`config.mk`:
```
export PLATFORM = sky130hd
export DESIGN_NAME = apr_port
export DESIGN_NICKNAME = d
export VERILOG_FILES = /design/src/shared/apr_pkg.sv /design/src/rtl/apr_sync.sv /design/src/rtl/apr_port.sv
export VERILOG_INCLUDE_DIRS = /design/src /design/src/shared
export SDC_FILE = /design/constraint.sdc
export NUM_CORES = 1
export LEC_CHECK = 0
export BUFFER_PORTS_ARGS = -buffer_cell sky130_fd_sc_hd__buf_2
export CAP_MARGIN = 20
export CELL_PAD_IN_SITES_DETAIL_PLACEMENT = 0
export CELL_PAD_IN_SITES_GLOBAL_PLACEMENT = 1
export CORE_ASPECT_RATIO = 0.75
export CORE_MARGIN = 2
export CORE_UTILIZATION = 46
export DETAILED_ROUTE_END_ITERATION = 7
export PLACE_DENSITY = 0.93
export SLEW_MARGIN = 15
export SYNTH_ARGS = -nofsm -noshare
export SYNTH_HDL_FRONTEND = slang
export SYNTH_HIERARCHICAL = 1
export SYNTH_SLANG_ARGS = --single-unit
```
`constraint.sdc`:
```
create_clock -name core_clk_i -period 3.7 [get_ports core_clk_i]
set_input_delay 0.185 -clock core_clk_i [delete_from_list [all_inputs] [get_ports core_clk_i]]
set_output_delay 0.185 -clock core_clk_i [all_outputs]
set_load 0.01 [all_outputs]
```
`src/shared/apr_cfg.svh`:
```
// constants for the parallel result port of the 12-bit converter
`ifndef APR_CFG_SVH
`define APR_CFG_SVH

// ----------------------------------------------------------------
// widths and field positions
// ----------------------------------------------------------------
`define APR_RESULT_W 12
`define APR_BYTE_W 8
`define APR_LOW_NIB_HI 3
`define APR_LOW_NIB_LO 0
`define APR_HIGH_NIB_HI 11
`define APR_HIGH_NIB_LO 8
`define APR_CFG_ACQ_BIT 5
`define APR_PAD_ZERO 4'h0

// ----------------------------------------------------------------
// reset values
// ----------------------------------------------------------------
`define APR_RESULT_RST 12'h000
`define APR_BYTE_RST 8'h00
`define APR_CFG_RST 8'h00

// ----------------------------------------------------------------
// default conversion timing, in conversion clock cycles; divider in core clock cycles
// ----------------------------------------------------------------
`define APR_CONV_CLKS 13
`define APR_ACQ_CLKS 3
`define APR_CLK_DIV 7
`define APR_CNT_W 8

// ----------------------------------------------------------------
// bus timing bounds (ns) and, for all but the two DO1 bounds, their cycle counts at the core clock
// ----------------------------------------------------------------
`define APR_CORE_CLK_NS 20
`define APR_T_TC_NS 60
`define APR_T_TR_NS 40
`define APR_T_DO_NS 50
`define APR_T_DO1_RISE_NS 50
`define APR_T_DO1_FALL_NS 80
`define APR_T_INT1_NS 50
`define APR_T_TC_CYC (`APR_T_TC_NS / `APR_CORE_CLK_NS)
`define APR_T_TR_CYC (`APR_T_TR_NS / `APR_CORE_CLK_NS)
`define APR_T_DO_CYC (`APR_T_DO_NS / `APR_CORE_CLK_NS)
`define APR_T_INT1_CYC (`APR_T_INT1_NS / `APR_CORE_CLK_NS)

`endif

```
`src/shared/apr_pkg.sv`:
```
// types shared by the parallel result port
package apr_pkg;

    // ----------------------------------------------------------------
    // host strobes as they arrive on the pins
    // ----------------------------------------------------------------
    typedef struct packed {
        logic chip_sel_n;
        logic read_n;
        logic write_n;
        logic upper_byte_select;
        logic conv_clk_pin;
    } apr_pins_s;

    // ----------------------------------------------------------------
    // converter sequence
    // ----------------------------------------------------------------
    typedef enum logic [1:0] {
        ST_IDLE,
        ST_ACQ_TIMED,
        ST_ACQ_EXT,
        ST_CONV
    } apr_state_e;

endpackage : apr_pkg

```
`src/rtl/apr_sync.sv`:
```
// two-flop synchroniser bank for asynchronous pin inputs
`timescale 1ns/10ps
`default_nettype none

module apr_sync #(
    parameter int unsigned W = 1
) (
    // clock and reset
    input wire logic core_clk_i,
    input wire logic rst_i,
    // pins in, synchronised copy out
    input wire logic [W-1:0] async_i,
    output logic [W-1:0] sync_o
);

    // ----------------------------------------------------------------
    // one two-stage chain per bit; stage one feeds only stage two
    // ----------------------------------------------------------------
    genvar gi;
    generate
        for (gi = 0; gi < W; gi++) begin : g_bit
            logic meta_reg;
            logic hold_reg;
            always_ff @(posedge core_clk_i) begin
                if (rst_i) begin
                    meta_reg <= 1'b1;
                    hold_reg <= 1'b1;
                end else begin
                    meta_reg <= async_i[gi];
                    hold_reg <= meta_reg;
                end
            end
            assign sync_o[gi] = hold_reg;
        end
    endgenerate

endmodule : apr_sync

`default_nettype wire

```
`src/rtl/apr_port.sv`:
```
// byte-wide result port with conversion sequencing of the 12-bit converter
//
// Functional notes
// - upper select high: four MSBs, else eight LSBs
// - low lines carry 3..0 or 11..8
// - read falling edge returns done flag high
// - chip select rising releases the data bus
// - read rising releases the data bus
// - read falling with select drives valid data
// - select change during read switches driven half
// - conversion time counted in conversion clock cycles
// - done flag low once result is ready
// - write rising latches config, starts acquisition/conversion
// - chip select high keeps outputs undriven
// - reads start only on read fall with select
`include "apr_cfg.svh"
`timescale 1ns/10ps
`default_nettype none

module apr_port #(
    parameter int unsigned CONV_CLKS = `APR_CONV_CLKS,
    parameter int unsigned ACQ_CLKS = `APR_ACQ_CLKS,
    parameter int unsigned CLK_DIV = `APR_CLK_DIV
) (
    // clock and reset
    input wire logic core_clk_i,
    input wire logic rst_i,
    // host strobes and data pins
    input wire apr_pkg::apr_pins_s pins_i,
    input wire logic [`APR_BYTE_W-1:0] data_i,
    // converter side
    input wire logic [`APR_RESULT_W-1:0] sample_i,
    input wire logic ext_clk_mode_i,
    // data bus drive
    output logic [`APR_BYTE_W-1:0] data_o,
    output logic data_oe_n_o,
    // status
    output logic conv_done_n_o,
    output logic busy_o,
    output logic [`APR_BYTE_W-1:0] config_o
);

    localparam int unsigned SYNC_W = $bits(apr_pkg::apr_pins_s) + `APR_BYTE_W;

    // ----------------------------------------------------------------
    // pin synchronisers
    // ----------------------------------------------------------------
    logic [SYNC_W-1:0] sync_bus;
    apr_pkg::apr_pins_s pins_sync;
    logic [`APR_BYTE_W-1:0] data_sync;

    apr_sync #(
        .W(SYNC_W)
    ) u_sync (
        .core_clk_i(core_clk_i),
        .rst_i(rst_i),
        .async_i({pins_i, data_i}),
        .sync_o(sync_bus)
    );

    assign pins_sync = apr_pkg::apr_pins_s'(sync_bus[SYNC_W-1:`APR_BYTE_W]);
    assign data_sync = sync_bus[`APR_BYTE_W-1:0];

    // ----------------------------------------------------------------
    // edge detection on the synchronised strobes
    // ----------------------------------------------------------------
    apr_pkg::apr_pins_s pins_prev_reg;

    // previous sample, reset to all ones, the idle level of the active-low strobes
    always_ff @(posedge core_clk_i) begin
        if (rst_i) begin
            pins_prev_reg <= '1;
        end else begin
            pins_prev_reg <= pins_sync;
        end
    end

    logic cs_low;
    logic rd_fall;
    logic rd_rise;
    logic wr_rise;
    logic cs_rise;
    logic clk_fall;

    assign cs_low = ~pins_sync.chip_sel_n;
    assign rd_fall = pins_prev_reg.read_n & ~pins_sync.read_n;
    assign rd_rise = ~pins_prev_reg.read_n & pins_sync.read_n;
    assign wr_rise = ~pins_prev_reg.write_n & pins_sync.write_n;
    assign cs_rise = ~pins_prev_reg.chip_sel_n & pins_sync.chip_sel_n;
    assign clk_fall = pins_prev_reg.conv_clk_pin & ~pins_sync.conv_clk_pin;

    // ----------------------------------------------------------------
    // conversion clock enable: internal divider or external pin
    // ----------------------------------------------------------------
    logic [`APR_CNT_W-1:0] div_reg;
    logic div_tick;
    logic conv_tick;

    // free-running divider; the tick is one core cycle wide
    always_ff @(posedge core_clk_i) begin
        if (rst_i) begin
            div_reg <= '0;
        end else if (div_reg == `APR_CNT_W'(CLK_DIV - 1)) begin
            div_reg <= '0;
        end else begin
            div_reg <= div_reg + `APR_CNT_W'(1);
        end
    end

    assign div_tick = (div_reg == `APR_CNT_W'(CLK_DIV - 1));
    // external clock acts on its falling edge, as the converter does
    assign conv_tick = ext_clk_mode_i ? clk_fall : div_tick;

    // ----------------------------------------------------------------
    // acquisition and conversion sequencer
    // ----------------------------------------------------------------
    apr_pkg::apr_state_e state_reg;
    apr_pkg::apr_state_e state_next;
    logic [`APR_CNT_W-1:0] cnt_reg;
    logic [`APR_CNT_W-1:0] cnt_next;
    logic conv_end;
    logic write_start;

    // writes only count while the chip is selected
    assign write_start = wr_rise & cs_low;

    // next state; writes during conversion are ignored, the host must hold them off
    always_comb begin
        state_next = state_reg;
        cnt_next = cnt_reg;
        conv_end = 1'b0;
        case (state_reg)
            apr_pkg::ST_IDLE: begin
                if (write_start) begin
                    cnt_next = '0;
                    if (data_sync[`APR_CFG_ACQ_BIT]) begin
                        state_next = apr_pkg::ST_ACQ_EXT;
                    end else begin
                        state_next = apr_pkg::ST_ACQ_TIMED;
                    end
                end
            end
            apr_pkg::ST_ACQ_TIMED: begin
                if (conv_tick) begin
                    if (cnt_reg == `APR_CNT_W'(ACQ_CLKS - 1)) begin
                        cnt_next = '0;
                        state_next = apr_pkg::ST_CONV;
                    end else begin
                        cnt_next = cnt_reg + `APR_CNT_W'(1);
                    end
                end
            end
            apr_pkg::ST_ACQ_EXT: begin
                if (write_start) begin
                    cnt_next = '0;
                    state_next = apr_pkg::ST_CONV;
                end
            end
            apr_pkg::ST_CONV: begin
                // write strobes are not looked at here
                if (conv_tick) begin
                    if (cnt_reg == `APR_CNT_W'(CONV_CLKS - 1)) begin
                        cnt_next = '0;
                        conv_end = 1'b1;
                        state_next = apr_pkg::ST_IDLE;
                    end else begin
                        cnt_next = cnt_reg + `APR_CNT_W'(1);
                    end
                end
            end
            default: begin
                state_next = apr_pkg::ST_IDLE;
                cnt_next = '0;
            end
        endcase
    end

    // sequencer state
    always_ff @(posedge core_clk_i) begin
        if (rst_i) begin
            state_reg <= apr_pkg::ST_IDLE;
            cnt_reg <= '0;
        end else begin
            state_reg <= state_next;
            cnt_reg <= cnt_next;
        end
    end

    // busy flag mirrors any non-idle state
    always_ff @(posedge core_clk_i) begin
        if (rst_i) begin
            busy_o <= 1'b0;
        end else begin
            busy_o <= (state_next != apr_pkg::ST_IDLE);
        end
    end

    // configuration byte captured on the starting write
    always_ff @(posedge core_clk_i) begin
        if (rst_i) begin
            config_o <= `APR_CFG_RST;
        end else if (state_reg == apr_pkg::ST_IDLE && write_start) begin
            config_o <= data_sync;
        end
    end

    // ----------------------------------------------------------------
    // result latch and done flag
    // ----------------------------------------------------------------
    logic [`APR_RESULT_W-1:0] result_reg;

    // result held until the next conversion ends
    always_ff @(posedge core_clk_i) begin
        if (rst_i) begin
            result_reg <= `APR_RESULT_RST;
        end else if (conv_end) begin
            result_reg <= sample_i;
        end
    end

    // done flag: a finishing conversion wins over a clearing read
    always_ff @(posedge core_clk_i) begin
        if (rst_i) begin
            conv_done_n_o <= 1'b1;
        end else if (conv_end) begin
            conv_done_n_o <= 1'b0;
        end else if (rd_fall) begin
            conv_done_n_o <= 1'b1;
        end
    end

    // ----------------------------------------------------------------
    // read window and data bus drive
    // ----------------------------------------------------------------
    logic read_active_reg;

    // a read opens only on a read fall seen with the chip selected
    always_ff @(posedge core_clk_i) begin
        if (rst_i) begin
            read_active_reg <= 1'b0;
        end else if (!cs_low || rd_rise || cs_rise) begin
            read_active_reg <= 1'b0;
        end else if (rd_fall) begin
            read_active_reg <= 1'b1;
        end
    end

    logic drive_next;
    logic [`APR_BYTE_W-1:0] byte_next;

    // drive only inside a read window and never while deselected
    assign drive_next = cs_low & ~pins_sync.read_n & (read_active_reg | rd_fall);

    // half selection follows the select pin every cycle of the read
    assign byte_next = pins_sync.upper_byte_select ?
        {`APR_PAD_ZERO, result_reg[`APR_HIGH_NIB_HI:`APR_HIGH_NIB_LO]} :
        result_reg[`APR_BYTE_W-1:0];

    // data lines and enable come straight from flops
    always_ff @(posedge core_clk_i) begin
        if (rst_i) begin
            data_o <= `APR_BYTE_RST;
            data_oe_n_o <= 1'b1;
        end else begin
            data_o <= byte_next;
            data_oe_n_o <= ~drive_next;
        end
    end

endmodule : apr_port

`default_nettype wire

```
==> impl_results.md <==
* Seq pwr share at between 50% and 60%
* RSZ-0062 raised after global routing: false
* CP max-delay cell: and4_1
* Synth top area cells: dfxtp_1, or2_1, nand2_1
* Design area at around 3400 um2
* Post-DR wirelength/cell at between 10 and 15 um
* Synthesized area per cell at a little under 10 um2
* Max incr delay on CP at approximately 600 ps
* Unique masters post-synth at 40
* Clock root buffer: clkbuf_8
* Power per cell area at ~480 nW/um2
* Routability Congestion at approximately 0.8
* Leak at 1.35 nW
* Final hold vios at 0
* Number of global-route vias before repair at 1861
* Global-route wire length before repair at 8200 um
* Nets at roughly 370
* Worst setup EP type: flip-flop
* Yosys reg bits at just under 80
* Seq/Total Area, Yosys at 53.9%
* Hold Path Class: in -> reg
* Worst Clk Skew at roughly 7.6 ps
* CTS tree: done
* Setup_tns at 0 ps
* Syn nets at 331
* Status: finished clean
* Synth top area share at 53.9%
* DP Wirelength at 3260 um
* Routed Antenna Nets at 0
* Max-Cap Viols at 0
* Most instantiated cells after synthesis: dfxtp_1, nand2_1, nor2_1
* Area grow syn2layout at 14.7%
* Sw frac at a little under a quarter
* Dpl cell area at a little over 3000 um2
* Final worst slack at about 1200 ps
* CP Class: reg -> reg
* Antenna cells at 0
* CTS H-Tree Depth at 3
* Tcrit/Tclk final at 68.1%
* Most frequent cell after synthesis: dfxtp_1
* Full die area at ~7000 um2
* Row cnt at 25
* Syn Inst Count at just under 300
* Critical Path AT at between 2000 and 3000 ps
* Overflow after GRT at 0
* Reg clk slew, reported paths at 80 ps
* Critical Path Start Type: flip-flop
* Clock Latency Late Sink at between 300 and 400 ps
* Number of synthesized flops with an enable pin at 0
* First-pass iteration count of the detailed router at 4
* Antenna violations before repair at 0
* Least-Margin Pin Slew at 889 ps
* # IOs at 47
* Setup violations, final at 0
* Die width at approximately 96 um
* Initial Util at a little under half
* Critical-path cell list: ha_1, or4b_4, o32ai_2, and4_1, o22a_1, a31oi_1
* DR vias/cell at 4.80
* CTS Sinks at between 70 and 80
* Logic pwr share at around 3.5%
* Slew margin rel. at 40.7%
* Via count at between 2000 and 2500
* Asr flop ratio synth at 0%
* Peak Freq at around 0.40 GHz
* DRC at 0
* Number of DRC markers in iteration 0 at between 100 and 150
* R2R setup slack at between 1000 and 1500 ps
* Port bufs at 46
* Die height at about 73 um
* Yosys top cell by area: dfxtp_1
* Pin count of the biggest net entering global routing at 62
* CTS buffer count at 9
* CTS max path bufs at 2
* Netlist Area Pre-Place at 2930 um2
* Max-slew violation count at 0
* Core area at 6220 um2
* Max FO, Critical Path at 14
* Power Internal at about 1.2 mW
* Clock power share at about two fifths
* Post-Route WL at ~5000 um
* Pre-CTS WS at between 1000 and 1500 ps
* Total power at ~1.6 mW
* Warnings, synthesis at 6
* Gr usage total at around 16%
* Core Util, Final at between 50% and 60%
* Share of layout cells above drive strength 1 at a little over a fifth
* Post-CTS Setup Inserts at 0
* Crit path required time at between 3000 and 4000 ps
* Net Sw Power at between 300 and 400 uW
* Maximum vdd drop at about 0.27 mV
* Top_reg_cell synth: dfxtp_1
* Period minus WS final at ~2500 ps
-- cells by family (layout without fill, tap and decap cells) --
logic type / count (synthesis) / after routing / synth area share [%]
adder cells (fa/ha/maj): 5 / 5 / 2.13
AO/OA/AOI/OAI: 33 / 33 / 7.63
AND/OR/NAND/NOR: 124 / 124 / 21.7
multiplexers: 12 / 12 / 4.09
XOR/XNOR: 13 / 13 / 3.88
flip-flops: 79 / 79 / 53.9
buffers and inverters: 32 / 73 / 6.61
-- final cells by class --
cell class / instances / area (um2)
clock buffers: 10 / 138
clock inverters: 6 / 76.3
fillers: 557 / 2860
inverters: 5 / 18.8
multi-input cells: 187 / 1160
flip-flops and latches: 79 / 1580
well taps: 81 / 101
repair buffers: 52 / 290
-- repair_timing --
item / 4_1_cts / 5_1_grt
endpoints found under the hold margin: 4 / 2
hold buffers: 4 / 2
resized for setup: 0 / 0
-- worst max-delay path: cells and delay by family (launching register included) --
family                     cells  cell delay (ps)
adders and majority gates      1              160
AOI/OAI and AO/OA              3              740
and+or+nand+nor                2             1060
DFF                            1              410
-- placed cells by master (no fill, tap or decap), types with 2 or more instances in the layout --
master         netlist  routed
a21oi_1             21      21
or2_2                4       4
clkinv_4             0       2
xnor2_1              8       8
dfxtp_1             79      79
and3_1               3       3
or4b_4               2       2
nand2_1             33      33
mux2i_1             12      12
nand4_1              4       4
dlygate4sd3_1        0       6
xor2_1               5       5
inv_1                5       5
inv_6                0       2
nor2_1              29      29
and2_1               5       5
o21bai_1             2       2
or2_1               27      27
buf_2                2      46
nand3_1              7       7
nor4b_1              2       2
clkbuf_8             0      10
ha_1                 5       5
-- power by group through the flow --
stage / sequential, mW / combinational [mW] / clock, mW
floorplan: 0.893 / 0.0416 / 0
global placement: 0.896 / 0.0509 / 0
detailed placement: 0.897 / 0.0515 / 0
CTS: 0.877 / 0.0550 / 0.682
global route: 0.879 / 0.0629 / 0.725
finish: 0.877 / 0.0559 / 0.669
-- metrics by stage --
step	cells	hold slack (ps)
3_3_place_gp	398	360
2_1_floorplan	298	282
6_report	420	9.70
3_5_place_dp	398	365
4_1_cts	418	2.36
5_1_grt	420	6.97
-- final timing paths --
check,start,to,cells past startpoint
worst min-delay path,data_i[0],u_sync/g_bit[0].meta_reg,2
worst max-delay path,div_reg[1],busy_o,6
worst max register to register,div_reg[1],busy_o,6
worst min register to register,u_sync/g_bit[7].meta_reg,u_sync/g_bit[7].hold_reg,1
-- layer usage --
layer	vias up	share of wire (%)	track usage (%)
li1	1039	-	-
met1	915	47	19.8
met2	53	44	22.7
met3	9	6.9	7.33
met4	0	1.9	6.03
met5	-	0	0
(Power assumes the default switching activity.)
